===== src/shared/eprd_defs.svh =====
// Constants for the EPROM read/program host controller.
// Assumes a 20 MHz system clock and one attached 16K x 8 EPROM.
`ifndef EPRD_DEFS_SVH
`define EPRD_DEFS_SVH

`define EPRD_CLK_MHZ        20
`define EPRD_T_ACC_NS       300
`define EPRD_T_CE_NS        300
`define EPRD_T_OE_NS        110
`define EPRD_T_DF_NS        80
`define EPRD_T_PULSE_US     1000
`define EPRD_CYC(ns)        ((((ns) * `EPRD_CLK_MHZ) + 999) / 1000)
`define EPRD_ACC_CYC        (`EPRD_CYC(`EPRD_T_ACC_NS) + 2)
`define EPRD_GATE_LAG_CYC   `EPRD_CYC(`EPRD_T_CE_NS - `EPRD_T_OE_NS)
`define EPRD_OE_CYC         (`EPRD_CYC(`EPRD_T_OE_NS) + 2)
`define EPRD_DF_CYC         (`EPRD_CYC(`EPRD_T_DF_NS) + 1)
`define EPRD_PULSE_CYC      ((`EPRD_T_PULSE_US * `EPRD_CLK_MHZ))
`define EPRD_ADDR_W         14
`define EPRD_CNT_W          16
`define EPRD_ID_LSB_BIT     0

`endif


===== src/shared/eprd_pkg.sv =====
// Types for the EPROM host controller.
// Assumes eprd_defs.svh is on the include path.
`include "eprd_defs.svh"
package eprd_pkg;
   typedef enum logic [2:0] {
      EPRD_OP_READ,
      EPRD_OP_VERIFY,
      EPRD_OP_ID,
      EPRD_OP_PROGRAM
   } eprd_op_e;

   typedef struct packed {
      eprd_op_e                  op;
      logic [`EPRD_ADDR_W-1:0]   addr;
      logic [7:0]                data;
   } eprd_req_s;

   typedef struct packed {
      logic       chip_sel_low;
      logic       out_gate_low;
      logic       program_strobe_low;
      logic       vpp_high;
      logic       high_voltage_level;
   } eprd_ctl_s;
endpackage


===== src/hw/eprd_host.sv =====
// Host controller that reads, verifies, identifies and programs one EPROM.
// Assumes the EPROM pins are wired directly; supply switches are external.
`timescale 1ns/1ns
`default_nettype none
`include "eprd_defs.svh"
module eprd_host #(
   parameter int PULSE_CYC = `EPRD_PULSE_CYC
) (
   // Clock and reset
   input  wire logic                    clk_sys_in,
   input  wire logic                    reset_in,
   // Request side
   input  wire logic                    req_valid_in,
   input  wire eprd_pkg::eprd_req_s     req_in,
   output var  logic                    req_ready_out,
   output var  logic                    rsp_valid_out,
   output var  logic [7:0]              rsp_data_out,
   output var  logic                    rsp_parity_ok_out,
   // EPROM pins
   output var  eprd_pkg::eprd_ctl_s     ctl_out,
   output var  logic [`EPRD_ADDR_W-1:0] addr_out,
   input  wire logic [7:0]              data_outputs_in,
   output var  logic [7:0]              data_outputs_out,
   output var  logic                    data_outputs_oe_out
);
   import eprd_pkg::*;

   // ----------------------------------------------------------------
   // State
   // ----------------------------------------------------------------
   typedef enum logic [2:0] {
      EPRD_IDLE, EPRD_SETUP, EPRD_GATE, EPRD_SAMPLE, EPRD_PULSE, EPRD_FLOAT
   } eprd_state_e;

   eprd_state_e               state_r, state_nxt;
   logic [`EPRD_CNT_W-1:0]    cnt_r, cnt_nxt;
   eprd_req_s                 req_r;
   eprd_req_s                 act_req;
   eprd_ctl_s                 ctl_nxt;
   logic [7:0]                sync1_r, sync2_r;
   logic                      cnt_done;
   logic                      is_prog;
   logic                      take_req;
   logic                      sample_now;
   logic                      busy_nxt;
   logic                      sel_nxt;
   logic                      gate_nxt;
   logic                      strobe_nxt;
   logic                      vpp_nxt;
   logic                      hv_nxt;
   logic                      oe_nxt;
   logic                      rsp_nxt;
   logic [`EPRD_ADDR_W-1:0]   addr_nxt;

   function automatic logic odd_parity(input logic [7:0] b);
      odd_parity = ^b;
   endfunction

   // ----------------------------------------------------------------
   // Request decode
   // ----------------------------------------------------------------
   // Ready is registered, so nothing is taken before it is shown
   assign take_req   = (state_r == EPRD_IDLE) && req_valid_in &&
                       req_ready_out;

   // Pins follow the new request on the very edge that takes it
   assign act_req    = (state_r == EPRD_IDLE) ? req_in : req_r;
   assign cnt_done   = (cnt_r == '0);
   assign is_prog    = (act_req.op == EPRD_OP_PROGRAM);
   assign sample_now = (state_r == EPRD_SAMPLE);

   // ----------------------------------------------------------------
   // Next state
   // ----------------------------------------------------------------
   always_comb begin
      state_nxt = state_r;
      cnt_nxt   = cnt_done ? cnt_r : cnt_r - 1'b1;
      unique case (state_r)
         EPRD_IDLE: begin
            if (take_req) begin
               state_nxt = EPRD_SETUP;
               cnt_nxt   = `EPRD_CNT_W'(`EPRD_GATE_LAG_CYC);
            end
         end
         // gate lag: select leads gate by select minus gate time
         EPRD_SETUP: begin
            if (cnt_done) begin
               state_nxt = is_prog ? EPRD_PULSE : EPRD_GATE;
               cnt_nxt   = is_prog ? `EPRD_CNT_W'(PULSE_CYC - 1)
                                   : `EPRD_CNT_W'(`EPRD_OE_CYC);
            end
         end
         // access wait: gate delay after select lead
         EPRD_GATE: begin
            if (cnt_done) begin
               state_nxt = EPRD_SAMPLE;
            end
         end
         EPRD_SAMPLE: begin
            state_nxt = EPRD_FLOAT;
            cnt_nxt   = `EPRD_CNT_W'(`EPRD_DF_CYC);
         end
         EPRD_PULSE: begin
            if (cnt_done) begin
               state_nxt = EPRD_FLOAT;
               cnt_nxt   = `EPRD_CNT_W'(`EPRD_DF_CYC);
            end
         end
         EPRD_FLOAT: begin
            if (cnt_done) begin
               state_nxt = EPRD_IDLE;
            end
         end
         default: state_nxt = EPRD_IDLE;
      endcase
   end

   // ----------------------------------------------------------------
   // Pin drive
   // ----------------------------------------------------------------
   // select choice: select held for whole access, gate only gates
   assign busy_nxt   = (state_nxt != EPRD_IDLE);
   assign sel_nxt    = busy_nxt && (state_nxt != EPRD_FLOAT);
   // gating: gate low only in the access wait and the sample of a read, verify or id
   assign gate_nxt   = (state_nxt == EPRD_GATE) ||
                       (state_nxt == EPRD_SAMPLE);
   // program pulse: strobe low only during the pulse
   assign strobe_nxt = (state_nxt == EPRD_PULSE);
   // supply level: raised for verify and program only
   // Supply stays up through the float wait, so it drops after select
   assign vpp_nxt    = busy_nxt &&
                       ((act_req.op == EPRD_OP_VERIFY) || is_prog);
   // id voltage: forced only for identifier reads
   assign hv_nxt     = busy_nxt && (act_req.op == EPRD_OP_ID);

   // One word of pin levels, registered as a whole
   assign ctl_nxt    = '{chip_sel_low:       sel_nxt,
                         out_gate_low:       gate_nxt,
                         program_strobe_low: strobe_nxt,
                         vpp_high:           vpp_nxt,
                         high_voltage_level: hv_nxt};

   // id address: all lines low except the byte select
   assign addr_nxt   = (act_req.op == EPRD_OP_ID) ?
                       {{(`EPRD_ADDR_W-1){1'b0}},
                        act_req.addr[`EPRD_ID_LSB_BIT]} : act_req.addr;

   // drive data only in programming, never while gated
   assign oe_nxt     = is_prog && sel_nxt;
   assign rsp_nxt    = sample_now ||
                       ((state_r == EPRD_PULSE) && cnt_done);

   // ----------------------------------------------------------------
   // Registers
   // ----------------------------------------------------------------
   // Data pins run on no clock of ours, so two stages before use
   always_ff @(posedge clk_sys_in) begin
      sync1_r <= data_outputs_in;
      sync2_r <= sync1_r;
   end

   always_ff @(posedge clk_sys_in) begin
      if (reset_in) begin
         state_r <= EPRD_IDLE;
         cnt_r   <= '0;
      end else begin
         state_r <= state_nxt;
         cnt_r   <= cnt_nxt;
      end
   end

   // Request is latched only on the edge that takes it
   always_ff @(posedge clk_sys_in) begin
      if (reset_in) begin
         req_r <= '0;
      end else if (take_req) begin
         req_r <= req_in;
      end
   end

   // ----------------------------------------------------------------
   // Pin outputs
   // ----------------------------------------------------------------
   always_ff @(posedge clk_sys_in) begin
      if (reset_in) begin
         ctl_out             <= '0;
         addr_out            <= '0;
         data_outputs_out    <= '0;
         data_outputs_oe_out <= 1'b0;
      end else begin
         ctl_out             <= ctl_nxt;
         addr_out            <= addr_nxt;
         data_outputs_out    <= act_req.data;
         data_outputs_oe_out <= oe_nxt;
      end
   end

   // ----------------------------------------------------------------
   // Answer
   // ----------------------------------------------------------------
   always_ff @(posedge clk_sys_in) begin
      if (reset_in) begin
         req_ready_out <= 1'b0;
         rsp_valid_out <= 1'b0;
      end else begin
         req_ready_out <= !busy_nxt;
         rsp_valid_out <= rsp_nxt;
      end
   end

   // Byte and parity hold until the next sampled byte
   always_ff @(posedge clk_sys_in) begin
      if (reset_in) begin
         rsp_data_out      <= '0;
         rsp_parity_ok_out <= 1'b0;
      end else if (sample_now) begin
         rsp_data_out      <= sync2_r;
         // byte parity: odd parity over all eight bits of every sampled byte
         rsp_parity_ok_out <= odd_parity(sync2_r);
      end
   end
endmodule
`default_nettype wire


===== config.mk =====
export PLATFORM = sky130hd
export DESIGN_NAME = eprd_host
export DESIGN_NICKNAME = d
export VERILOG_FILES = /design/src/shared/eprd_pkg.sv /design/src/hw/eprd_host.sv
export VERILOG_INCLUDE_DIRS = /design/src /design/src/shared
export SDC_FILE = /design/constraint.sdc
export NUM_CORES = 1
export LEC_CHECK = 0
export ABC_AREA = 1
export BUFFER_PORTS_ARGS = -buffer_cell sky130_fd_sc_hd__buf_2
export CAP_MARGIN = 30
export CORE_MARGIN = 2
export CORE_UTILIZATION = 35
export DETAILED_ROUTE_END_ITERATION = 8
export GPL_TIMING_DRIVEN = 0
export PLACE_DENSITY = 0.65
export SLEW_MARGIN = 20
export SYNTH_ARGS = -nofsm -noshare
export SYNTH_HDL_FRONTEND = slang
export SYNTH_SLANG_ARGS = --single-unit

===== constraint.sdc =====
create_clock -name clk_sys_in -period 2.2 [get_ports clk_sys_in]
set_input_delay 0.44 -clock clk_sys_in [delete_from_list [all_inputs] [get_ports clk_sys_in]]
set_output_delay 0.44 -clock clk_sys_in [all_outputs]
set_load 0.02 [all_outputs]

==> run metrics <==
status complete, no violations; Worst Skew roughly 0.01 ns; first-pass GRT wire length 13900 microns; r2r startpoint cnt_r[0]; post-CTS sizing 0; Crit path max-delay family simple AND/OR/NAND/NOR gates; DRT Wirelength 8580 microns; Worst Path Max Fanout 6; crit-path most repeated cell nand2_1; synthesized netlist net count slightly above 500; Worst Path Arrival 2.14 ns; Critical-path top delay cell dfxtp_1; final setup vio count 0; vias in the first global route between 3000 and 4000; Vert. Die Dim 108 microns; DRT iter0 DRCs 149; CP endpoint kind register; Worst path depth 12; Starting Density 36.3%; Fin Hold WS roughly 0.17 ns; top sig layer met4; largest area contributor in the netlist dfxtp_1; Sw Share 39.7%; Hold Crit Class primary input to register; Period minus WS final about 1.9 ns; part of the power in combinational logic 39.9%; setup repair bufs after CTS 0; global-route usage over all layers approximately 15%; max_slew headroom 64.1%; WL met1 approximately 4100 microns; Syn Area/Cell 8.01 sq um; crit path launch type register; final worst-path cycle share 84.8%; most common cell after layout, fill and taps aside nand2_1; register area 0.00198 sq mm; metal3 WL 422 microns; WS Path Type register to register; TritonRoute pass-1 iters 4; Synth Warn # 0; Critical path destination cnt_r[15]; Psw between 2 and 2.5 mW; number of synthesized register bits 99; die area 0.0116 sq mm; clock root buffer clkbuf_8; fin util 43.2%; Max-Cap Viols 0; most frequent cells in the layout nand2_1, dfxtp_1, buf_2; number of diodes 0; clock share of power about a fifth; RSZ-0062 raised after global routing false; CP Launch Point cnt_r[0]; Power Internal 3.46 mW; Hold Vio Cnt, Final 0; Layout area overhead 19.1%; Synth cell types 32; CTS Sinks 99; initial antenna violation count 0; Filler cells 1050; Post-DP Area 0.00431 sq mm; r2r worst-path depth 12; Synth area leaders dfxtp_1, nand2_1, nor2_1; largest net degree at the start of global routing 16; Overflow after GRT 0; Synth top area share 52.5%; actual slew at the worst max-slew pin 0.538 ns; I/O Buffers 73; Slew Viols, Final 0; CP cell instances inv_1, ha_1, nand2_1, nor2_2, nand2_2, nand2_1, nor2_2, nand3b_1, nor2_1, nand2_1, nand2_1, nor2_1; PD cells around 1300 mW/mm^2; Bufs on Longest Clock Path 2; DP HPWL 6380 microns; post-synthesis cell area about 0.0038 sq mm; via count 3228; Post-CTS Hold Buffers 0; Final Cell Area 0.00450 sq mm; Clock H-tree levels 3; clock latency at the later pin of the worst-skew pair 0.37 ns; CTS tree done; Lkg Pwr 2.02 nW; Max VDD drop about 0.57 mV; final-stage net count 595; Worst path max stage delay 0.38 ns; Syn Inst Count 472; Seq pwr share 40.3%; Met2 Routed Length approximately 4000 microns; Via-to-Cell Ratio 4.63; Core Area 0.0104 sq mm; # DRC 0; DR WL/cell between 10 and 15 microns; R2R Setup Slk 0.33 ns; share of layout cells above drive strength 1 21.6%; Site Rows 37; routability congestion estimate 0.833; Reg clk slew, reported paths around 0.09 ns; required time of the critical path approximately 2.5 ns; Die Wd 108 microns; register area share after synthesis 52.5%; Ports 75; TritonCTS Buffers 9; Achievable Freq between 500 and 600 MHz; reg2reg end cnt_r[15]; Setup TNS Final 0 ns; area of the multi-input gates 0.00161 sq mm; Buf/Inv on CP 1; Antenna Nets Post-Route 0
## registers in the layout, indices dropped and copies added (netlist names)
signal and count:
rsp_data_out 8, ctl_out 5, addr_out 14, cnt_r 16, sync2_r 8, sync1_r 8, data_outputs_out 8, state_r 3
rsp_parity_ok_out 1, data_outputs_oe_out 1, req_ready_out 1, rsp_valid_out 1, req_r 25
## power by group through the flow
stage	sequential (mW)	combinational, mW	clock [mW]
2_1_floorplan	2.47	1.62	0
3_3_place_gp	2.34	2.25	0
3_5_place_dp	2.35	2.29	0
4_1_cts	2.31	2.30	1.15
5_1_grt	2.35	2.59	1.23
6_report	2.31	2.29	1.13
## cells in the mapped netlist
library cell	n
a21oi_1	47
inv_1	22
nand3_1	15
o211ai_1	2
o21ai_0	25
clkbuf_1	14
or2_2	2
and3_1	1
nand2_1	106
nand2_4	3
nor2_1	68
dfxtp_1	99
nand3b_1	4
o21ai_1	3
nand4_1	2
xor2_1	6
buf_6	1
nand3_4	1
nor3_1	7
nor2_4	3
xnor2_1	9
buf_2	2
a21oi_2	4
inv_2	6
nand2_2	3
nor2_2	7
o21ai_4	1
or2_4	1
o21ai_2	1
and2_1	1
ha_1	3
clkinv_1	3
## metal layers
| layer | vias up | global-route usage, % |
|---|---|---|
| li1 | 1673 | - |
| met1 | 1471 | 19.8 |
| met2 | 72 | 23.5 |
| met3 | 12 | 4.12 |
| met4 | 0 | 6.87 |
| met5 | - | 0 |
## metrics by stage
stage | power (mW) | worst slack [ns] | cells
after floorplan | 4.09 | 0.629 | 472
after global placement | 4.59 | 0.374 | 681
after detailed placement | 4.64 | 0.328 | 681
after CTS | 5.77 | 0.319 | 697
after global routing | 6.17 | 0.104 | 697
final | 5.73 | 0.334 | 697
## kinds of logic after synthesis
kind of cell               after synthesis  share of synthesized area, %
DFF                                     99                          52.5
and+or+nand+nor                        224                          26.1
AOI/OAI and AO/OA                       83                          11.9
adders and majority gates                3                         0.993
xor gates and xnor gates                15                          3.48
buffers and inverters                   48                          5.03
## worst min path at each step
stage                      end  slack (ns)  cells after the start                from
floorplan           sync2_r[0]        0.31                      0          sync1_r[0]
global placement    sync2_r[5]        0.31                      0          sync1_r[5]
detailed placement  sync2_r[5]        0.31                      0          sync1_r[5]
CTS                 sync1_r[0]        0.16                      1  data_outputs_in[0]
global route        sync1_r[6]        0.16                      1  data_outputs_in[6]
finish              sync1_r[4]        0.17                      1  data_outputs_in[4]
## final cells by class
cell class | count | area share, %
Inverter | 31 | 2.59
Buffer | 17 | 1.64
Multi-Input combinational cell | 325 | 35.7
Tap cell | 136 | 3.78
Clock buffer | 12 | 3.00
Timing Repair Buffer | 73 | 8.12
Clock inverter | 4 | 1.14
Sequential cell | 99 | 44.0
(Power assumes the default switching activity.)
